--- config.mk ---
export PLATFORM = sky130hd
export DESIGN_NAME = biphase_tx_serial_input_formatter
export DESIGN_NICKNAME = d
export VERILOG_FILES = /design/src/logic/biphase_tx_pkg.sv /design/src/logic/sample_fifo.sv /design/src/logic/biphase_tx_serial_input_formatter.sv
export VERILOG_INCLUDE_DIRS = /design/src /design/src/logic
export SDC_FILE = /design/constraint.sdc
export NUM_CORES = 1
export LEC_CHECK = 0
export ABC_AREA = 1
export BUFFER_PORTS_ARGS = -buffer_cell sky130_fd_sc_hd__buf_2
export CORE_MARGIN = 2
export CORE_UTILIZATION = 63
export CTS_CLUSTER_SIZE = 25
export DETAILED_ROUTE_END_ITERATION = 6
export GPL_TIMING_DRIVEN = 0
export HOLD_SLACK_MARGIN = 0.15
export PLACE_DENSITY_LB_ADDON = 0.08
export SETUP_SLACK_MARGIN = 0.02
export SLEW_MARGIN = 20
export SYNTH_ARGS = -nofsm -noshare
export SYNTH_HDL_FRONTEND = slang
export SYNTH_SLANG_ARGS = --single-unit
--- constraint.sdc ---
create_clock -name ref_clk -period 5.3 [get_ports ref_clk]
set_input_delay 0.795 -clock ref_clk [delete_from_list [all_inputs] [get_ports ref_clk]]
set_output_delay 0.795 -clock ref_clk [all_outputs]
set_load 0.005 [all_outputs]
--- src/logic/biphase_tx_map.svh ---
// constants of the biphase transmitter serial input stage
// Functional notes
// - left-justified, I2S and right-justified framing each take 16, 18, 20 or 24 bit words.
// - data is sampled at each rising bit clock edge and changes at the falling edge.
// - in right-justified framing a high frame clock is left and a low one is right.
// - right-justified at 64 bit clocks a frame, the msb comes 32 minus width after the edge.
// - I2S is the default framing, with a low frame clock for left and a high one for right.
// - in I2S the msb comes one bit clock after each frame clock transition.
// - left-justified framing has high for left, low for right, and no msb delay.
// - a separate oversampling clock is divided by an integer to make the biphase clock.
// - oversampling runs at 256, 384, 512 or 768 times the frame rate, matched by the divider.
`ifndef BIPHASE_TX_MAP_SVH
`define BIPHASE_TX_MAP_SVH
`define SAMPLE_BITS 24
`define HALF_FRAME_SLOTS 6'h20
`define SLOT_MAX 6'h3f
`define FIFO_DEPTH 8
`define WIDTH_16 6'h10
`define WIDTH_18 6'h12
`define WIDTH_20 6'h14
`define WIDTH_24 6'h18
`define DIV_256 3'h2
`define DIV_384 3'h3
`define DIV_512 3'h4
`define DIV_768 3'h6
`endif

--- src/logic/biphase_tx_pkg.sv ---
// types of the biphase transmitter serial input stage
package biphase_tx_pkg;
  typedef enum logic [1:0] {fmt_i2s, fmt_left_just, fmt_right_just} fmt_t;
  typedef enum logic [1:0] {word_16, word_18, word_20, word_24} width_sel_t;
  typedef enum logic [1:0] {ratio_256, ratio_384, ratio_512, ratio_768} ratio_sel_t;
  typedef logic [23:0] sample_t;
endpackage

--- src/logic/sample_fifo.sv ---
// flop based fifo with valid and ready on both sides
`timescale 1ns/1ps
module sample_fifo #(
  parameter int WIDTH = 48,
  parameter int DEPTH = 8
) (
  input wire logic ref_clk,
  input wire logic rst_b,
  input wire logic [WIDTH-1:0] in_data,
  input wire logic in_valid,
  output logic in_ready,
  output logic [WIDTH-1:0] out_data,
  output logic out_valid,
  input wire logic out_ready
);
  localparam int AW = $clog2(DEPTH);
  logic [WIDTH-1:0] mem_ff [DEPTH];
  logic [AW-1:0] wr_ptr_ff;
  logic [AW-1:0] rd_ptr_ff;
  logic [AW:0] count_ff;
  logic push;
  logic pop;

  assign in_ready = (count_ff != DEPTH[AW:0]);
  assign out_valid = (count_ff != '0);
  assign push = in_valid && in_ready;
  assign pop = out_valid && out_ready;
  assign out_data = mem_ff[rd_ptr_ff];

  always_ff @(posedge ref_clk or negedge rst_b) begin
    if (!rst_b) begin
      for (int i = 0; i < DEPTH; i++) begin
        mem_ff[i] <= '0;
      end
    end else if (push) begin
      mem_ff[wr_ptr_ff] <= in_data;
    end
  end

  // pointers wrap by index so any depth works, not only powers of two
  always_ff @(posedge ref_clk or negedge rst_b) begin
    if (!rst_b) begin
      wr_ptr_ff <= '0;
      rd_ptr_ff <= '0;
    end else begin
      if (push) begin
        wr_ptr_ff <= (wr_ptr_ff == AW'(DEPTH - 1)) ? '0 : AW'(wr_ptr_ff + 1'b1);
      end
      if (pop) begin
        rd_ptr_ff <= (rd_ptr_ff == AW'(DEPTH - 1)) ? '0 : AW'(rd_ptr_ff + 1'b1);
      end
    end
  end

  always_ff @(posedge ref_clk or negedge rst_b) begin
    if (!rst_b) begin
      count_ff <= '0;
    end else if (push && !pop) begin
      count_ff <= count_ff + 1'b1;
    end else if (pop && !push) begin
      count_ff <= count_ff - 1'b1;
    end
  end
endmodule // sample_fifo

--- src/logic/biphase_tx_serial_input_formatter.sv ---
// serial audio input formatter and biphase clock divider
`timescale 1ns/1ps
`include "biphase_tx_map.svh"
module biphase_tx_serial_input_formatter (
  input wire logic ref_clk,
  input wire logic rst_b,
  input wire logic bit_clk_pin,
  input wire logic frame_clk_pin,
  input wire logic serial_data_pin,
  input wire logic oversample_tx_clock,
  input wire biphase_tx_pkg::fmt_t format_sel,
  input wire biphase_tx_pkg::width_sel_t width_sel,
  input wire biphase_tx_pkg::ratio_sel_t ratio_sel,
  output biphase_tx_pkg::sample_t left_sample,
  output biphase_tx_pkg::sample_t right_sample,
  output logic sample_valid,
  input wire logic sample_ready,
  output logic overrun_pulse,
  output logic biphase_tick,
  output logic biphase_clk
);
  import biphase_tx_pkg::*;

  function automatic logic [5:0] word_bits(input width_sel_t sel);
    case (sel)
      word_16: word_bits = `WIDTH_16;
      word_18: word_bits = `WIDTH_18;
      word_20: word_bits = `WIDTH_20;
      default: word_bits = `WIDTH_24;
    endcase
  endfunction

  // slot of the msb counted from the frame clock edge
  function automatic logic [5:0] msb_slot(input fmt_t fmt, input width_sel_t sel);
    case (fmt)
      fmt_left_just: msb_slot = 6'h00;
      fmt_right_just: msb_slot = `HALF_FRAME_SLOTS - word_bits(sel);
      default: msb_slot = 6'h01;
    endcase
  endfunction

  function automatic logic is_left(input fmt_t fmt, input logic lr);
    case (fmt)
      fmt_i2s: is_left = !lr;
      default: is_left = lr;
    endcase
  endfunction

  function automatic logic [2:0] div_of(input ratio_sel_t sel);
    case (sel)
      ratio_256: div_of = `DIV_256;
      ratio_384: div_of = `DIV_384;
      ratio_512: div_of = `DIV_512;
      default: div_of = `DIV_768;
    endcase
  endfunction

  // all four inputs come from outside the ref_clk domain
  logic [3:0] raw_in;
  logic [3:0] sync1_ff;
  logic [3:0] sync2_ff;
  assign raw_in = {oversample_tx_clock, serial_data_pin, frame_clk_pin, bit_clk_pin};

  genvar g;
  generate
    for (g = 0; g < 4; g++) begin : gen_sync
      always_ff @(posedge ref_clk or negedge rst_b) begin
        if (!rst_b) begin
          sync1_ff[g] <= 1'b0;
          sync2_ff[g] <= 1'b0;
        end else begin
          sync1_ff[g] <= raw_in[g];
          sync2_ff[g] <= sync1_ff[g];
        end
      end
    end
  endgenerate

  logic bclk_s;
  logic lr_s;
  logic sdata_s;
  logic osclk_s;
  assign bclk_s = sync2_ff[0];
  assign lr_s = sync2_ff[1];
  assign sdata_s = sync2_ff[2];
  assign osclk_s = sync2_ff[3];

  logic bclk_prev_ff;
  logic osclk_prev_ff;
  logic bclk_rise;
  logic osclk_rise;
  always_ff @(posedge ref_clk or negedge rst_b) begin
    if (!rst_b) begin
      bclk_prev_ff <= 1'b0;
      osclk_prev_ff <= 1'b0;
    end else begin
      bclk_prev_ff <= bclk_s;
      osclk_prev_ff <= osclk_s;
    end
  end
  assign bclk_rise = bclk_s && !bclk_prev_ff;
  assign osclk_rise = osclk_s && !osclk_prev_ff;

  // slot counter within the half frame, restarted by each frame clock edge
  logic lr_prev_ff;
  logic [5:0] slot_ff;
  logic [5:0] nxt_slot;
  logic [5:0] first_slot;
  logic [5:0] last_slot;
  logic in_word;
  logic word_done;
  assign nxt_slot = (lr_s != lr_prev_ff) ? 6'h00 :
                    (slot_ff == `SLOT_MAX) ? `SLOT_MAX : 6'(slot_ff + 1'b1);
  assign first_slot = msb_slot(format_sel, width_sel);
  assign last_slot = 6'(first_slot + word_bits(width_sel) - 1'b1);
  // slots outside the word window are dropped, so long frames are harmless in I2S and left-justified framing
  assign in_word = bclk_rise && (nxt_slot >= first_slot) && (nxt_slot <= last_slot);
  assign word_done = in_word && (nxt_slot == last_slot);

  always_ff @(posedge ref_clk or negedge rst_b) begin
    if (!rst_b) begin
      lr_prev_ff <= 1'b0;
      slot_ff <= `SLOT_MAX;
    end else if (bclk_rise) begin
      lr_prev_ff <= lr_s;
      slot_ff <= nxt_slot;
    end
  end

  logic [23:0] shift_ff;
  logic [23:0] nxt_shift;
  logic [23:0] aligned_word;
  assign nxt_shift = {shift_ff[22:0], sdata_s};
  // msb aligned so every width lands the same way in the 24 bit sample
  assign aligned_word = 24'(nxt_shift << (6'(`SAMPLE_BITS) - word_bits(width_sel)));

  always_ff @(posedge ref_clk or negedge rst_b) begin
    if (!rst_b) begin
      shift_ff <= 24'h0000;
    end else if (in_word) begin
      shift_ff <= nxt_shift;
    end
  end

  logic [23:0] left_word_ff;
  logic left_have_ff;
  logic push_valid;
  logic push_ready;
  logic [47:0] push_data;
  assign push_valid = word_done && !is_left(format_sel, lr_s) && left_have_ff;
  assign push_data = {left_word_ff, aligned_word};

  // a right word with no left partner is dropped to keep channels paired
  always_ff @(posedge ref_clk or negedge rst_b) begin
    if (!rst_b) begin
      left_word_ff <= 24'h0000;
      left_have_ff <= 1'b0;
    end else if (word_done) begin
      if (is_left(format_sel, lr_s)) begin
        left_word_ff <= aligned_word;
        left_have_ff <= 1'b1;
      end else begin
        left_have_ff <= 1'b0;
      end
    end
  end

  // no stall exists toward the serial source, so a full fifo loses the pair
  always_ff @(posedge ref_clk or negedge rst_b) begin
    if (!rst_b) begin
      overrun_pulse <= 1'b0;
    end else begin
      overrun_pulse <= push_valid && !push_ready;
    end
  end

  logic [47:0] fifo_data;
  logic fifo_valid;
  logic fifo_ready;
  sample_fifo #(
    .WIDTH(48),
    .DEPTH(`FIFO_DEPTH)
  ) u_fifo (
    .ref_clk(ref_clk),
    .rst_b(rst_b),
    .in_data(push_data),
    .in_valid(push_valid),
    .in_ready(push_ready),
    .out_data(fifo_data),
    .out_valid(fifo_valid),
    .out_ready(fifo_ready)
  );

  // holding registers facing the encoder
  logic hold_valid_ff;
  assign fifo_ready = !hold_valid_ff || sample_ready;
  assign sample_valid = hold_valid_ff;

  always_ff @(posedge ref_clk or negedge rst_b) begin
    if (!rst_b) begin
      hold_valid_ff <= 1'b0;
      left_sample <= 24'h0000;
      right_sample <= 24'h0000;
    end else if (fifo_ready) begin
      hold_valid_ff <= fifo_valid;
      if (fifo_valid) begin
        left_sample <= fifo_data[47:24];
        right_sample <= fifo_data[23:0];
      end
    end
  end

  // divide by ratio/128 to get two biphase cells per bit at 64 bits per frame
  logic [2:0] div_cnt_ff;
  logic [2:0] div_n;
  assign div_n = div_of(ratio_sel);

  always_ff @(posedge ref_clk or negedge rst_b) begin
    if (!rst_b) begin
      div_cnt_ff <= 3'h0;
      biphase_tick <= 1'b0;
      biphase_clk <= 1'b0;
    end else begin
      biphase_tick <= 1'b0;
      if (osclk_rise) begin
        if (div_cnt_ff >= 3'(div_n - 1'b1)) begin
          div_cnt_ff <= 3'h0;
          biphase_tick <= 1'b1;
          biphase_clk <= !biphase_clk;
        end else begin
          div_cnt_ff <= 3'(div_cnt_ff + 1'b1);
        end
      end
    end
  end
endmodule // biphase_tx_serial_input_formatter

==> impl_metrics.yaml <==
hold_path:
  hold_path_class: "in -> reg"
  hold_path_end: "sync1_ff[2]$_DFF_PN0_"
  min_path_cells: 1
  hp-start: "serial_data_pin"
placed_design:
  globalplace.congestion: 0.970
  hpwl_after_dpl_um: 54200
  placed_area_um2: 26300
  number_of_buffers_added_on_ports: 64
  placed_cells_incl_taps: 3622
synth:
  synthSimpleGateAreaFrac: 0.255
  fraction_of_the_mapped_netlist_area_in_compound_gates: 0.0906
  synth_top_area_cell: "sky130_fd_sc_hd__dfrtp_1"
  seq_area_frac_synth: 0.512
  synth_fa_ha_area_frac: 0.0210
  synth_cell_types: 40
  synth.ff_latch_count: 514
  synth-warning-count: 0
  synthCells: 3026
  postSynthAreaPerCell_um2: 8.30
  postSynthNetCount: 3080
  synth_xor_area_frac: 0.00349
  synth_top_family_by_area: "simple AND/OR/NAND/NOR gates"
  synth.area.mux_share: 0.0446
  dominant_cells_by_area_after_synthesis: "sky130_fd_sc_hd__dfrtp_1, sky130_fd_sc_hd__nand2_1, sky130_fd_sc_hd__nand3_1"
  syn_area_um2: 25100
  synth.top_cell.area_share: 0.506
finish:
  area_growth_from_synthesis_to_layout_pct: 12.1
  nets_finish: 3208
  top_library_cells_by_usage_in_the_layout_fill_and_taps_aside: "sky130_fd_sc_hd__nand2_1, sky130_fd_sc_hd__dfrtp_1, sky130_fd_sc_hd__nand3_1"
  fin_area_um2: 28200
  final.fill_count: 3125
  area_of_the_multi_input_gates_um2: 10500
  area.sequential_um2: 12900
  most_common_library_cell_in_the_layout_ignoring_fill_and_taps: "sky130_fd_sc_hd__nand2_1"
  instances_no_fill: 3721
  ant_cells: 0
  layout_cell_share_with_drive_strength_beyond_1: 0.0917
clock_tree:
  ctsHtreeMaxLevel: 2
  clock_tree.buffer_depth: 3
  path_clk_slew_ps: 60
  cts_tree: "done"
  clkSinkCount: 514
  cts-root-buf: "sky130_fd_sc_hd__clkbuf_16"
  clock_insertion_delay_worst_skew_ps: 620
  tritoncts.num_buffers: 54
global_routing:
  grt_antenna_before_repair: 2
  global_route.overflow_total: 0
  grt_pass1_wl_um: 126000
  grt_start_max_net_pins: 102
  gr-usage-met2: 0.607
  grt_pass1_vias: 22000
  groute.layer.met3.usage: 0.0845
  most_congested_layer_reported_by_global_routing: "met2"
  groute.usage.overall: 0.398
  global_route.usage.met1: 0.530
route:
  detail_route.first_pass.iterations: 7
  detail_route.drc_violations: 3
  ant_nets: 0
  routedWlPerCell_um: 21.7
  routed_wire_length_um: 80800
  drt_iter0_drc: 2869
  via_per_inst: 6.12
  vias: 22800
timing:
  setup_viol: 0
  final-max-slew-violation-count: 0
  fmax_mhz: 208
  fin_skew_ps: 20.8
  rsz_0062_raised_after_global_routing: "false"
  clock_period_minus_worst_slack_ps: 4810
  fin_crit_sh: 0.907
  tightestPinTransition_ps: 1230
  hold_viol_final: 0
  maxSlewHeadroom: 0.180
die:
  die_height_um: 204
  start_util: 0.635
  die_area_um2: 41500
  floorplan.rows: 73
  fp.coreArea_um2: 39500
  die_w_um: 204
  total_i_o_pin_count: 65
run_status:
  failed_checks: "DRC"
  outcome: "finished with violations"
worst_setup_path:
  critPathMaxFanout: 19
  number_of_cell_instances_on_the_worst_register_to_register_path: 28
  crit_required_ps: 5830
  crit_path_end_kind: "flop"
  setup.worst_path.class: "in -> reg"
  timing.critical_path.slowest_stage_cell: "sky130_fd_sc_hd__fa_1"
  worst_r2r_startpoint: "slot_ff[0]$_DFFE_PN1P_"
  r2r-end: "u_fifo.count_ff[3]$_DFFE_PN0P_"
  cpMostUsedCell: "sky130_fd_sc_hd__inv_1"
  setup.worst_path.start_class: "input pin"
  timing.critical_path.arrival_ps: 5330
  delay_of_the_slowest_cell_on_the_worst_path_ps: 470
  r2r_slack_ps: 1190
power_and_ir_drop:
  leakagePower_nw: 14.7
  report.power.total_w: 0.0124
  irDropWorstVdd_uv: 333
  power_density_nw_per_um2: 439
run:
  cap_violations: 0
==> worst max path at each step <==
stage	start	endpoint	slack, ps	cells past startpoint
after global placement	rst_b	right_sample[16]$_DFFE_PN0P_	-6890	1
after CTS	width_sel[1]	u_fifo.count_ff[3]$_DFFE_PN0P_	100	27
after floorplan	width_sel[0]	u_fifo.count_ff[3]$_DFFE_PN0P_	100	29
after global routing	width_sel[1]	u_fifo.count_ff[3]$_DFFE_PN0P_	40	27
after detailed placement	width_sel[0]	u_fifo.count_ff[3]$_DFFE_PN0P_	-1010	29
final	width_sel[0]	u_fifo.count_ff[3]$_DFFE_PN0P_	490	27
==> metrics by stage <==
stage | worst slack (ps) | util | TNS [ps] | hold WS, ps
3_3_place_gp | -6890 | 0.660 | -3491410 | 331
6_report | 491 | 0.712 | 0 | 287
2_1_floorplan | 104 | - | 0 | 331
4_1_cts | 97.1 | 0.711 | 0 | 274
3_5_place_dp | -1010 | 0.666 | -2660 | 337
5_1_grt | 36.1 | 0.712 | 0 | 287
==> worst max-delay path: cells and delay by family <==
| family | cells | cell delay, ps |
|---|---|---|
| adders and majority gates | 6 | 1770 |
| and+or+nand+nor | 8 | 980 |
| buffers and inverters | 9 | 980 |
| AOI/OAI and AO/OA | 3 | 600 |
| xor gates and xnor gates | 1 | 180 |
==> state kept, by name (all words and copies together), names as in the netlist, 3 cells and up <==
name and count:
u_fifo.mem_ff 384, left_sample 24, left_word_ff 24, right_sample 24, shift_ff 23, slot_ff 6
sync1_ff 4, u_fifo.count_ff 4, div_cnt_ff 3, u_fifo.rd_ptr_ff 3, u_fifo.wr_ptr_ff 3
==> cell families (layout without fill, tap and decap cells) <==
| group | Yosys count | after routing |
|---|---|---|
| muxes | 111 | 111 |
| buffers and inverters | 418 | 588 |
| AOI/OAI and AO/OA | 407 | 407 |
| and+or+nand+nor | 1525 | 1525 |
| DFF | 514 | 514 |
| adders and majority gates | 41 | 41 |
| xor gates and xnor gates | 10 | 10 |
==> repair_timing <==
item | CTS | global route
buffers inserted | 0 | 2
pin swaps | 0 | 2
resized for setup | 2 | 7
endpoints found under the hold margin | 26 | 0
setup endpoints to repair | 3 | 3
hold buffers | 1 | 0
==> metal layers <==
layer | up-vias | share of wire
li1 | 10100 | -
met1 | 10900 | 0.39
met2 | 1367 | 0.45
met3 | 300 | 0.11
met4 | 2 | 0.058
met5 | - | 0.00016
==> final cells by class <==
cell class | count | area share
Tap cell | 525 | 0.0233
Clock buffer | 84 | 0.0582
Clock inverter | 14 | 0.00480
Multi-Input combinational cell | 2094 | 0.373
Sequential cell | 514 | 0.457
Timing Repair Buffer | 74 | 0.0180
Inverter | 177 | 0.0236
Buffer | 239 | 0.0416
==> power breakdown <==
group / internal [W] / switching (W) / leakage (nW) / total, W
logic: 0.00113 / 0.00297 / 6.77 / 0.00410
registers: 0.00422 / 0.000202 / 7.03 / 0.00443
clock network: 0.00221 / 0.00163 / 0.865 / 0.00384
total: 0.00757 / 0.00480 / 14.7 / 0.0124
==> Yosys cell counts <==
library cell,instances
sky130_fd_sc_hd__o211ai_1,81
sky130_fd_sc_hd__nor2_2,2
sky130_fd_sc_hd__o221ai_1,1
sky130_fd_sc_hd__o22ai_1,12
sky130_fd_sc_hd__nand2_1,1037
sky130_fd_sc_hd__nor2_8,1
sky130_fd_sc_hd__nand3_2,12
sky130_fd_sc_hd__buf_2,53
sky130_fd_sc_hd__nor3_1,11
sky130_fd_sc_hd__a21oi_1,105
sky130_fd_sc_hd__nand2_2,1
sky130_fd_sc_hd__nor2_1,20
sky130_fd_sc_hd__ha_1,39
sky130_fd_sc_hd__buf_6,16
sky130_fd_sc_hd__a21oi_2,1
sky130_fd_sc_hd__xor2_1,2
sky130_fd_sc_hd__nand4_1,1
sky130_fd_sc_hd__a221oi_1,1
sky130_fd_sc_hd__inv_2,1
sky130_fd_sc_hd__mux2_2,8
sky130_fd_sc_hd__dfrtp_1,508
sky130_fd_sc_hd__a22oi_1,1
sky130_fd_sc_hd__buf_1,12
sky130_fd_sc_hd__mux2i_1,103
sky130_fd_sc_hd__nand3b_1,1
sky130_fd_sc_hd__o21a_1,1
sky130_fd_sc_hd__a21o_1,1
sky130_fd_sc_hd__nor2_4,1
sky130_fd_sc_hd__nand3_1,435
sky130_fd_sc_hd__o21ai_1,10
sky130_fd_sc_hd__clkbuf_1,140
sky130_fd_sc_hd__xnor2_1,8
sky130_fd_sc_hd__dfstp_2,6
sky130_fd_sc_hd__buf_4,20
sky130_fd_sc_hd__a31oi_1,2
sky130_fd_sc_hd__fa_1,2
sky130_fd_sc_hd__clkinv_1,3
sky130_fd_sc_hd__o21ai_0,191
sky130_fd_sc_hd__inv_1,173
sky130_fd_sc_hd__or2_2,3
No activity file was read; power rests on OpenSTA's default activity.
